<file path="config.mk">
export PLATFORM = sky130hd
export DESIGN_NAME = set_sleep_exec
export DESIGN_NICKNAME = d
export VERILOG_FILES = /design/src/logic/set_sleep_pkg.sv /design/src/logic/set_sleep_exec.sv
export SDC_FILE = /design/constraint.sdc
export NUM_CORES = 1
export LEC_CHECK = 0
export BUFFER_PORTS_ARGS = -buffer_cell sky130_fd_sc_hd__buf_2
export CAP_MARGIN = 20
export CORE_MARGIN = 3
export CORE_UTILIZATION = 24
export CTS_BUF_LIST = sky130_fd_sc_hd__clkbuf_2
export DETAILED_ROUTE_END_ITERATION = 6
export GPL_TIMING_DRIVEN = 0
export HOLD_SLACK_MARGIN = 0.02
export PLACE_DENSITY_LB_ADDON = 0.12
export SLEW_MARGIN = 30
export SYNTH_ARGS = -nofsm -noshare
export SYNTH_HDL_FRONTEND = slang
export SYNTH_SLANG_ARGS = --single-unit
export TNS_END_PERCENT = 10
</file>
<file path="constraint.sdc">
create_clock -name ref_clk -period 4 [get_ports ref_clk]
set_input_delay 0.8 -clock ref_clk [delete_from_list [all_inputs] [get_ports ref_clk]]
set_output_delay 0.8 -clock ref_clk [all_outputs]
set_load 0.01 [all_outputs]
</file>
<file path="src/logic/set_sleep_pkg.sv">
// Purpose: Constants for the set-all-ones and sleep execution block.
// Assumes: 16-bit program words, 8-bit data bytes, 12-bit data addresses.
// Notes:   Timing is counted in core clock phases, four per instruction cycle.
package set_sleep_pkg;
    localparam int          WORD_W           = 16;
    localparam int          DATA_W           = 8;
    localparam int          ADDR_W           = 12;
    localparam logic [6:0]  SET_OP_HI        = 7'h34;
    localparam int          SET_OP_POS       = 9;
    localparam int          BANK_BIT_POS     = 8;
    localparam logic [15:0] SLEEP_WORD       = 16'h0003;
    localparam logic [7:0]  ALL_ONES         = 8'hff;
    localparam logic [7:0]  INDEXED_LIMIT    = 8'h5f;
    localparam logic [7:0]  ACCESS_SPLIT     = 8'h60;
    localparam logic [3:0]  ACCESS_HIGH_BANK = 4'hf;
    localparam int          PHASES           = 4;
    localparam logic [1:0]  PHASE_LAST       = 2'h3;
    localparam logic [1:0]  PHASE_WRITE      = 2'h3;

    typedef enum logic [1:0] {
        RUN_STATE   = 2'b00,
        SLEEP_STATE = 2'b01
    } run_type;
endpackage : set_sleep_pkg

</file>
<file path="src/logic/set_sleep_exec.sv">
// Purpose: Executes the set-all-ones and sleep instructions of an 8-bit core.
// Assumes: instr_word is held stable by fetch for a whole four-phase cycle.
// Notes:   Other opcodes are ignored; wake events come from outside logic.
// Function
// - Set-all-ones writes FFh to addressed byte.
// - Bank bit chooses access bank or bank register.
// - Extended set indexes addresses up to 5Fh.
// - Sleep clears the power-down flag.
// - Sleep sets the time-out flag.
// - Sleep clears watchdog count and postscaler.
// - Sleep halts oscillator until wake-up.
// - Watchdog wake-up clears the time-out flag.
`timescale 1ns/1ps
`default_nettype none
module set_sleep_exec (
    input  wire logic        ref_clk,         // Core clock, 100 MHz.
    input  wire logic        rst,             // Asynchronous reset, active high.
    input  wire logic [15:0] instr_word,      // Fetched program word.
    input  wire logic        instr_valid,     // Word is valid this cycle.
    input  wire logic [3:0]  bank_select_reg, // Current bank select value.
    input  wire logic [11:0] index_base,      // Index pointer for literal offset.
    input  wire logic        ext_set_en,      // Extended instruction set enabled.
    input  wire logic        wake_event,      // Wake-up request, from a pin.
    input  wire logic        wake_by_watchdog, // Wake caused by watchdog, from a pin.
    output logic             mem_we,          // Data-memory write strobe.
    output logic [11:0]      mem_addr,        // Data-memory byte address.
    output logic [7:0]       mem_wdata,       // Data-memory write data.
    output logic             power_down_flag, // Power-down status, low after sleep.
    output logic             timeout_flag,    // Time-out status.
    output logic             watchdog_clear,  // Clears watchdog_counter and postscaler.
    output logic             osc_run,         // Oscillator enable.
    output logic [1:0]       phase            // Current phase of the instruction cycle.
);
    logic                        wake_meta;
    logic                        wake_sync;
    logic                        watchdog_meta;
    logic                        watchdog_sync;
    logic                        next_wake_meta;
    logic                        next_wake_sync;
    logic                        next_watchdog_meta;
    logic                        next_watchdog_sync;
    set_sleep_pkg::run_type      state;
    set_sleep_pkg::run_type      next_state;
    logic [1:0]                  next_phase;
    logic                        next_osc_run;
    logic                        next_mem_we;
    logic [11:0]                 next_mem_addr;
    logic [7:0]                  next_mem_wdata;
    logic                        next_power_down_flag;
    logic                        next_timeout_flag;
    logic                        next_watchdog_clear;
    logic                        is_set;
    logic                        is_sleep;
    logic                        set_fires;
    logic                        sleep_fires;
    logic                        wake_fires;
    logic [7:0]                  file_addr;
    logic [11:0]                 set_addr;

    // Both wake inputs come from pins, so each passes two flip-flops first.
    always_comb
    begin
        next_wake_meta     = wake_event;
        next_wake_sync     = wake_meta;
        next_watchdog_meta = wake_by_watchdog;
        next_watchdog_sync = watchdog_meta;
    end

    always_ff @(posedge ref_clk or posedge rst)
    begin
        if (rst)
        begin
            wake_meta     <= 1'b0;
            wake_sync     <= 1'b0;
            watchdog_meta <= 1'b0;
            watchdog_sync <= 1'b0;
        end
        else
        begin
            wake_meta     <= next_wake_meta;
            wake_sync     <= next_wake_sync;
            watchdog_meta <= next_watchdog_meta;
            watchdog_sync <= next_watchdog_sync;
        end
    end

    assign file_addr   = instr_word[7:0];
    assign is_set      = instr_valid
                         && instr_word[15:set_sleep_pkg::SET_OP_POS] == set_sleep_pkg::SET_OP_HI;
    assign is_sleep    = instr_valid && instr_word == set_sleep_pkg::SLEEP_WORD;
    assign set_fires   = state == set_sleep_pkg::RUN_STATE && is_set
                         && phase == (set_sleep_pkg::PHASE_WRITE - 2'h1);
    assign sleep_fires = state == set_sleep_pkg::RUN_STATE && is_sleep
                         && phase == set_sleep_pkg::PHASE_LAST;
    assign wake_fires  = state == set_sleep_pkg::SLEEP_STATE && wake_sync;

    // Operand address; the indexed mode applies only with the bank bit clear.
    always_comb
    begin
        if (instr_word[set_sleep_pkg::BANK_BIT_POS])
            set_addr = {bank_select_reg, file_addr};
        else if (ext_set_en && file_addr <= set_sleep_pkg::INDEXED_LIMIT)
            set_addr = index_base + {4'h0, file_addr};
        else if (file_addr < set_sleep_pkg::ACCESS_SPLIT)
            set_addr = {4'h0, file_addr};
        else
            set_addr = {set_sleep_pkg::ACCESS_HIGH_BANK, file_addr};
    end

    always_comb
    begin
        next_state   = state;
        next_phase   = phase;
        next_osc_run = osc_run;
        case (state)
            set_sleep_pkg::RUN_STATE:
            begin
                // Each instruction takes exactly four phases, then the next word.
                next_phase = phase + 2'h1;
                if (sleep_fires)
                begin
                    next_osc_run = 1'b0;
                    next_state   = set_sleep_pkg::SLEEP_STATE;
                end
            end
            set_sleep_pkg::SLEEP_STATE:
            begin
                // Phase is parked at zero so a woken core starts a fresh cycle.
                next_phase = 2'h0;
                if (wake_fires)
                begin
                    next_osc_run = 1'b1;
                    next_state   = set_sleep_pkg::RUN_STATE;
                end
            end
            default:
            begin
                next_state   = set_sleep_pkg::RUN_STATE;
                next_phase   = 2'h0;
                next_osc_run = 1'b1;
            end
        endcase
    end

    always_ff @(posedge ref_clk or posedge rst)
    begin
        if (rst)
        begin
            state   <= set_sleep_pkg::RUN_STATE;
            phase   <= 2'h0;
            osc_run <= 1'b1;
        end
        else
        begin
            state   <= next_state;
            phase   <= next_phase;
            osc_run <= next_osc_run;
        end
    end

    always_comb
    begin
        next_mem_we    = 1'b0;
        next_mem_addr  = mem_addr;
        next_mem_wdata = mem_wdata;
        if (set_fires)
        begin
            next_mem_we    = 1'b1;
            next_mem_addr  = set_addr;
            next_mem_wdata = set_sleep_pkg::ALL_ONES;
        end
    end

    always_ff @(posedge ref_clk or posedge rst)
    begin
        if (rst)
        begin
            mem_we    <= 1'b0;
            mem_addr  <= 12'h000;
            mem_wdata <= 8'h00;
        end
        else
        begin
            mem_we    <= next_mem_we;
            mem_addr  <= next_mem_addr;
            mem_wdata <= next_mem_wdata;
        end
    end

    // Set-all-ones touches none of these flags; only sleep and wake do.
    always_comb
    begin
        next_power_down_flag = power_down_flag;
        next_timeout_flag    = timeout_flag;
        next_watchdog_clear  = 1'b0;
        if (sleep_fires)
        begin
            next_power_down_flag = 1'b0;
            next_timeout_flag    = 1'b1;
            next_watchdog_clear  = 1'b1;
        end
        else if (wake_fires && watchdog_sync)
        begin
            next_timeout_flag = 1'b0;
        end
    end

    always_ff @(posedge ref_clk or posedge rst)
    begin
        if (rst)
        begin
            power_down_flag <= 1'b1;
            timeout_flag    <= 1'b1;
            watchdog_clear  <= 1'b0;
        end
        else
        begin
            power_down_flag <= next_power_down_flag;
            timeout_flag    <= next_timeout_flag;
            watchdog_clear  <= next_watchdog_clear;
        end
    end
endmodule : set_sleep_exec
`default_nettype wire

</file>
==> reports/qor.csv <==
stage,metric,value,unit
yosys,Mapped Area,1630,um^2
power_and_ir_drop,Sw Ratio,33.9,%
layout,most frequent cells in the layout,"buf_2 (65), dfrtp_1 (22), nor2_1 (18), a21oi_1 (17)",
cts,CTS tree,built,
floorplan,FP Rows,29,
setup_path,WS Path Type,reg -> reg,
layout,max reg flops,12,
yosys,Synth Instances,179,
cts,clock slew at reported path FFs,0.28,ns
worst_hold_path,HP Class,reg -> reg,
cts,H-tree levels,1,
floorplan,Die Y,88.3,um
yosys,#FFs+latches synth,25,
outcome,status,finished clean,
setup_path,Crit path depth,4,
global_routing,largest net degree at the start of global routing,26,
global_routing,GRT Overall Usage,11.9,%
cts,Clock Path Buffers,2,
drt,DR pass1 iterations,4,
layout,"most common cell after layout, fill and taps aside",buf_2,
cts,Clock Sinks,25,
worst_hold_path,hold_sp,next_watchdog_sync$_DFF_PP0_,
floorplan,core box area,6460,um^2
floorplan,Initial Utilization,25.2,%
cts,postcts setup bufs,0,
sta,Tcrit/Tclk final,62.7,%
global_routing,first-pass GRT wire length,7.22,mm
setup_path,Register-to-Register Path Depth,4,
sta,max-slew violations,0,
yosys,post-synthesis sequential area ratio,38.7,%
place,Post-DP Area,2040,um^2
cts,cts repair resizes,0,
drt,1st-iter DRT viols,83,
cts,Post-CTS Hold Buffers,0,
setup_path,CP Buf/Inv Count,0,
setup_path,critical-path maximum fanout,9,
sta,max frequency,399,MHz
sta,final setup TNS,0,ns
yosys,post-synthesis adder-cell area fraction,8.93,%
drt,Post-DRT Antenna Nets,0,
setup_path,crit-path cells,or4b_4 -> nor4_4 -> mux2_2 -> or3_1,
drt,Post-route DRC,0,
power_and_ir_drop,Worst VDD drop,0.114,mV
floorplan,die span in x,88.3,um
layout,layout net count,297,
cts,TritonCTS buffer count,3,
drt,Avg WL per Cell,13.6,um
yosys,Syn. warnings,0,
power_and_ir_drop,clock share of power,20.4,%
floorplan,# IOs,65,
yosys,synth unique cells,37,
setup_path,Reg-to-Reg Start,state[0]$_DFFE_PP0P_,
setup_path,Worst Path Required,4.30,ns
power_and_ir_drop,Leak,0.00106,uW
sta,pin slew with the least headroom to its limit,0.644,ns
global_routing,number of global-route vias before repair,1471,
sta,Slew HR,56.7,%
yosys,combinational family with the most area after synthesis,simple AND/OR/NAND/NOR gates,
yosys,Syn Area/Cell,9.08,um^2
layout,share of cells above drive strength 1,34.4,%
yosys,multiplexer share of the synthesized area,5.70,%
cts,worst skew pair latency,0.37,ns
layout,ant diodes,0,
power_and_ir_drop,combinational share of power,29.5,%
layout,Top reg by flops,mem_addr,
sta,Final Hold Fails,0,
sta,RSZ-0062 raised after global routing,no,
power_and_ir_drop,switching pwr,194,uW
layout,Top Registers,"mem_addr (12), phase (2)",
cts,root buffer cell,clkbuf_2,
place,IO Port Bufs,64,
layout,fin util,32.0,%
setup_path,R2R setup slack,1.49,ns
place,DP HPWL,3.53,mm
global_routing,initial antenna violation count,0,
sta,clk_skew,0.00454,ns
yosys,Synth Area in XOR/XNOR,2.69,%
layout,post-route cell area,2070,um^2
flow_run,max-cap viol count,0,
drt,via count,1525,
sta,min Tclk post-route,2.51,ns
worst_hold_path,hold-critical path depth,0,
setup_path,"CP delay by family, top",simple AND/OR/NAND/NOR gates,
global_routing,Overflow after GRT,0,
drt,WL final,4.42,mm
yosys,simple-gate share of the synthesized area,23.9,%
setup_path,critical path capture point type,flop,
power_and_ir_drop,Power Internal,378,uW
yosys,post-synth net total,228,
sta,final setup vio count,0,
setup_path,R2R Path End,mem_addr[9]$_DFFE_PP0P_,
yosys,Synth Area in Compound Gates,13.3,%
floorplan,Die ar.,7800,um^2
layout,Area Overhead vs Synth,27.1,%
power_and_ir_drop,pwr dens,277,nW/um^2
power_and_ir_drop,sequential share of power,50.1,%
worst_hold_path,Hold Path End,watchdog_sync$_DFF_PP0_,
setup_path,Slowest cell on crit path,or4b_4,
setup_path,startpoint types,flop,
drt,drt via density,4.71,
setup_path,Worst EP arrival,2.81,ns
setup_path,slowest cell delay on critical path,0.58,ns
place,RePlAce Congestion,0.809,
kinds of logic (layout without fill, tap and decap cells):
kind of cell | after synthesis | count (layout)
AOI/OAI and AO/OA | 37 | 37
xor gates and xnor gates | 5 | 5
adders and majority gates | 11 | 11
buffers and inverters | 22 | 90
DFF | 25 | 25
muxes | 9 | 9
and+or+nand+nor | 70 | 70
power by group through the flow:
| stage | combinational [uW] | clock, uW | sequential, uW |
|---|---|---|---|
| detailed placement | 171 | 0 | 292 |
| global route | 194 | 140 | 291 |
| finish | 169 | 117 | 287 |
| floorplan | 94.5 | 0 | 299 |
| CTS | 172 | 124 | 288 |
| global placement | 171 | 0 | 292 |
metrics by stage:
stage | cells | hold WS, ns | power, uW | setup WS, ns
floorplan | 179 | 0.331 | 394 | 1.41
global placement | 320 | 0.332 | 463 | 1.08
detailed placement | 320 | 0.337 | 462 | 1.08
CTS | 324 | 0.393 | 584 | 1.46
global route | 324 | 0.390 | 625 | 1.25
finish | 324 | 0.392 | 573 | 1.49
worst max-delay path by stage:
stage                               startpoint                        to  slack (ns)
after floorplan                  instr_word[9]   mem_addr[9]$_DFFE_PP0P_        1.41
after global routing      state[0]$_DFFE_PP0P_  mem_addr[11]$_DFFE_PP0P_        1.25
after CTS                 state[0]$_DFFE_PP0P_   mem_addr[9]$_DFFE_PP0P_        1.46
after detailed placement         instr_word[9]   mem_addr[9]$_DFFE_PP0P_        1.08
final                     state[0]$_DFFE_PP0P_   mem_addr[9]$_DFFE_PP0P_        1.49
after global placement           instr_word[9]   mem_addr[9]$_DFFE_PP0P_        1.08
synthesized netlist by cell type:
master	number	area share (%)
a22o_1	1	0.54
or3_1	4	1.5
buf_2	1	0.31
nor4_4	1	1.3
nand3b_1	1	0.46
a211oi_1	3	1.4
mux2i_1	7	4.3
dfrtp_1	22	34
mux2_2	2	1.4
o21ai_0	8	2.5
ha_1	10	7.7
nand4_1	4	1.5
or4b_4	1	0.85
buf_4	7	3.2
a21oi_1	17	5.2
and2_1	3	1.2
nor2_1	18	4.2
nor4b_1	3	1.6
xor2_1	2	1.1
nor2b_1	6	2.3
clkbuf_1	3	0.69
a21o_1	2	0.92
nor3_1	3	0.92
nand2_1	10	2.3
nor4_1	2	0.77
xnor2_1	3	1.6
inv_1	11	2.5
and4_1	1	0.54
fa_1	1	1.2
o22ai_1	1	0.39
dfstp_2	3	4.9
nand2b_1	4	1.5
or2_2	1	0.39
o2111ai_1	2	1.1
nand3_1	8	2.5
a2111oi_0	1	0.54
a31oi_1	2	0.77
area by class of cell:
| type | instances | area, um^2 |
|---|---|---|
| multi-input cells | 132 | 886 |
| clock buffers | 3 | 15.0 |
| fillers | 711 | 4390 |
| plain buffers | 11 | 68.8 |
| repair buffers | 64 | 320 |
| inverters | 11 | 41.3 |
| clock inverters | 1 | 8.76 |
| flip-flops and latches | 25 | 629 |
| well taps | 77 | 96.3 |
routing by layer:
layer  vias up  routed length (um)  global-route usage (%)
met5         -                   0                       0
met4         0                  17                    1.24
met3         2                 327                    3.17
met2        52                1960                    19.2
met1       703                2120                    16.5
li1        768                   -                       -
worst reg2reg max path: stages (launching register included):
cell and delay (ns):
dfrtp_1 0.52, or4b_4 0.58, nor4_4 0.57, mux2_2 0.40, or3_1 0.36
Note: power is estimated with default switching activity, not from simulation.
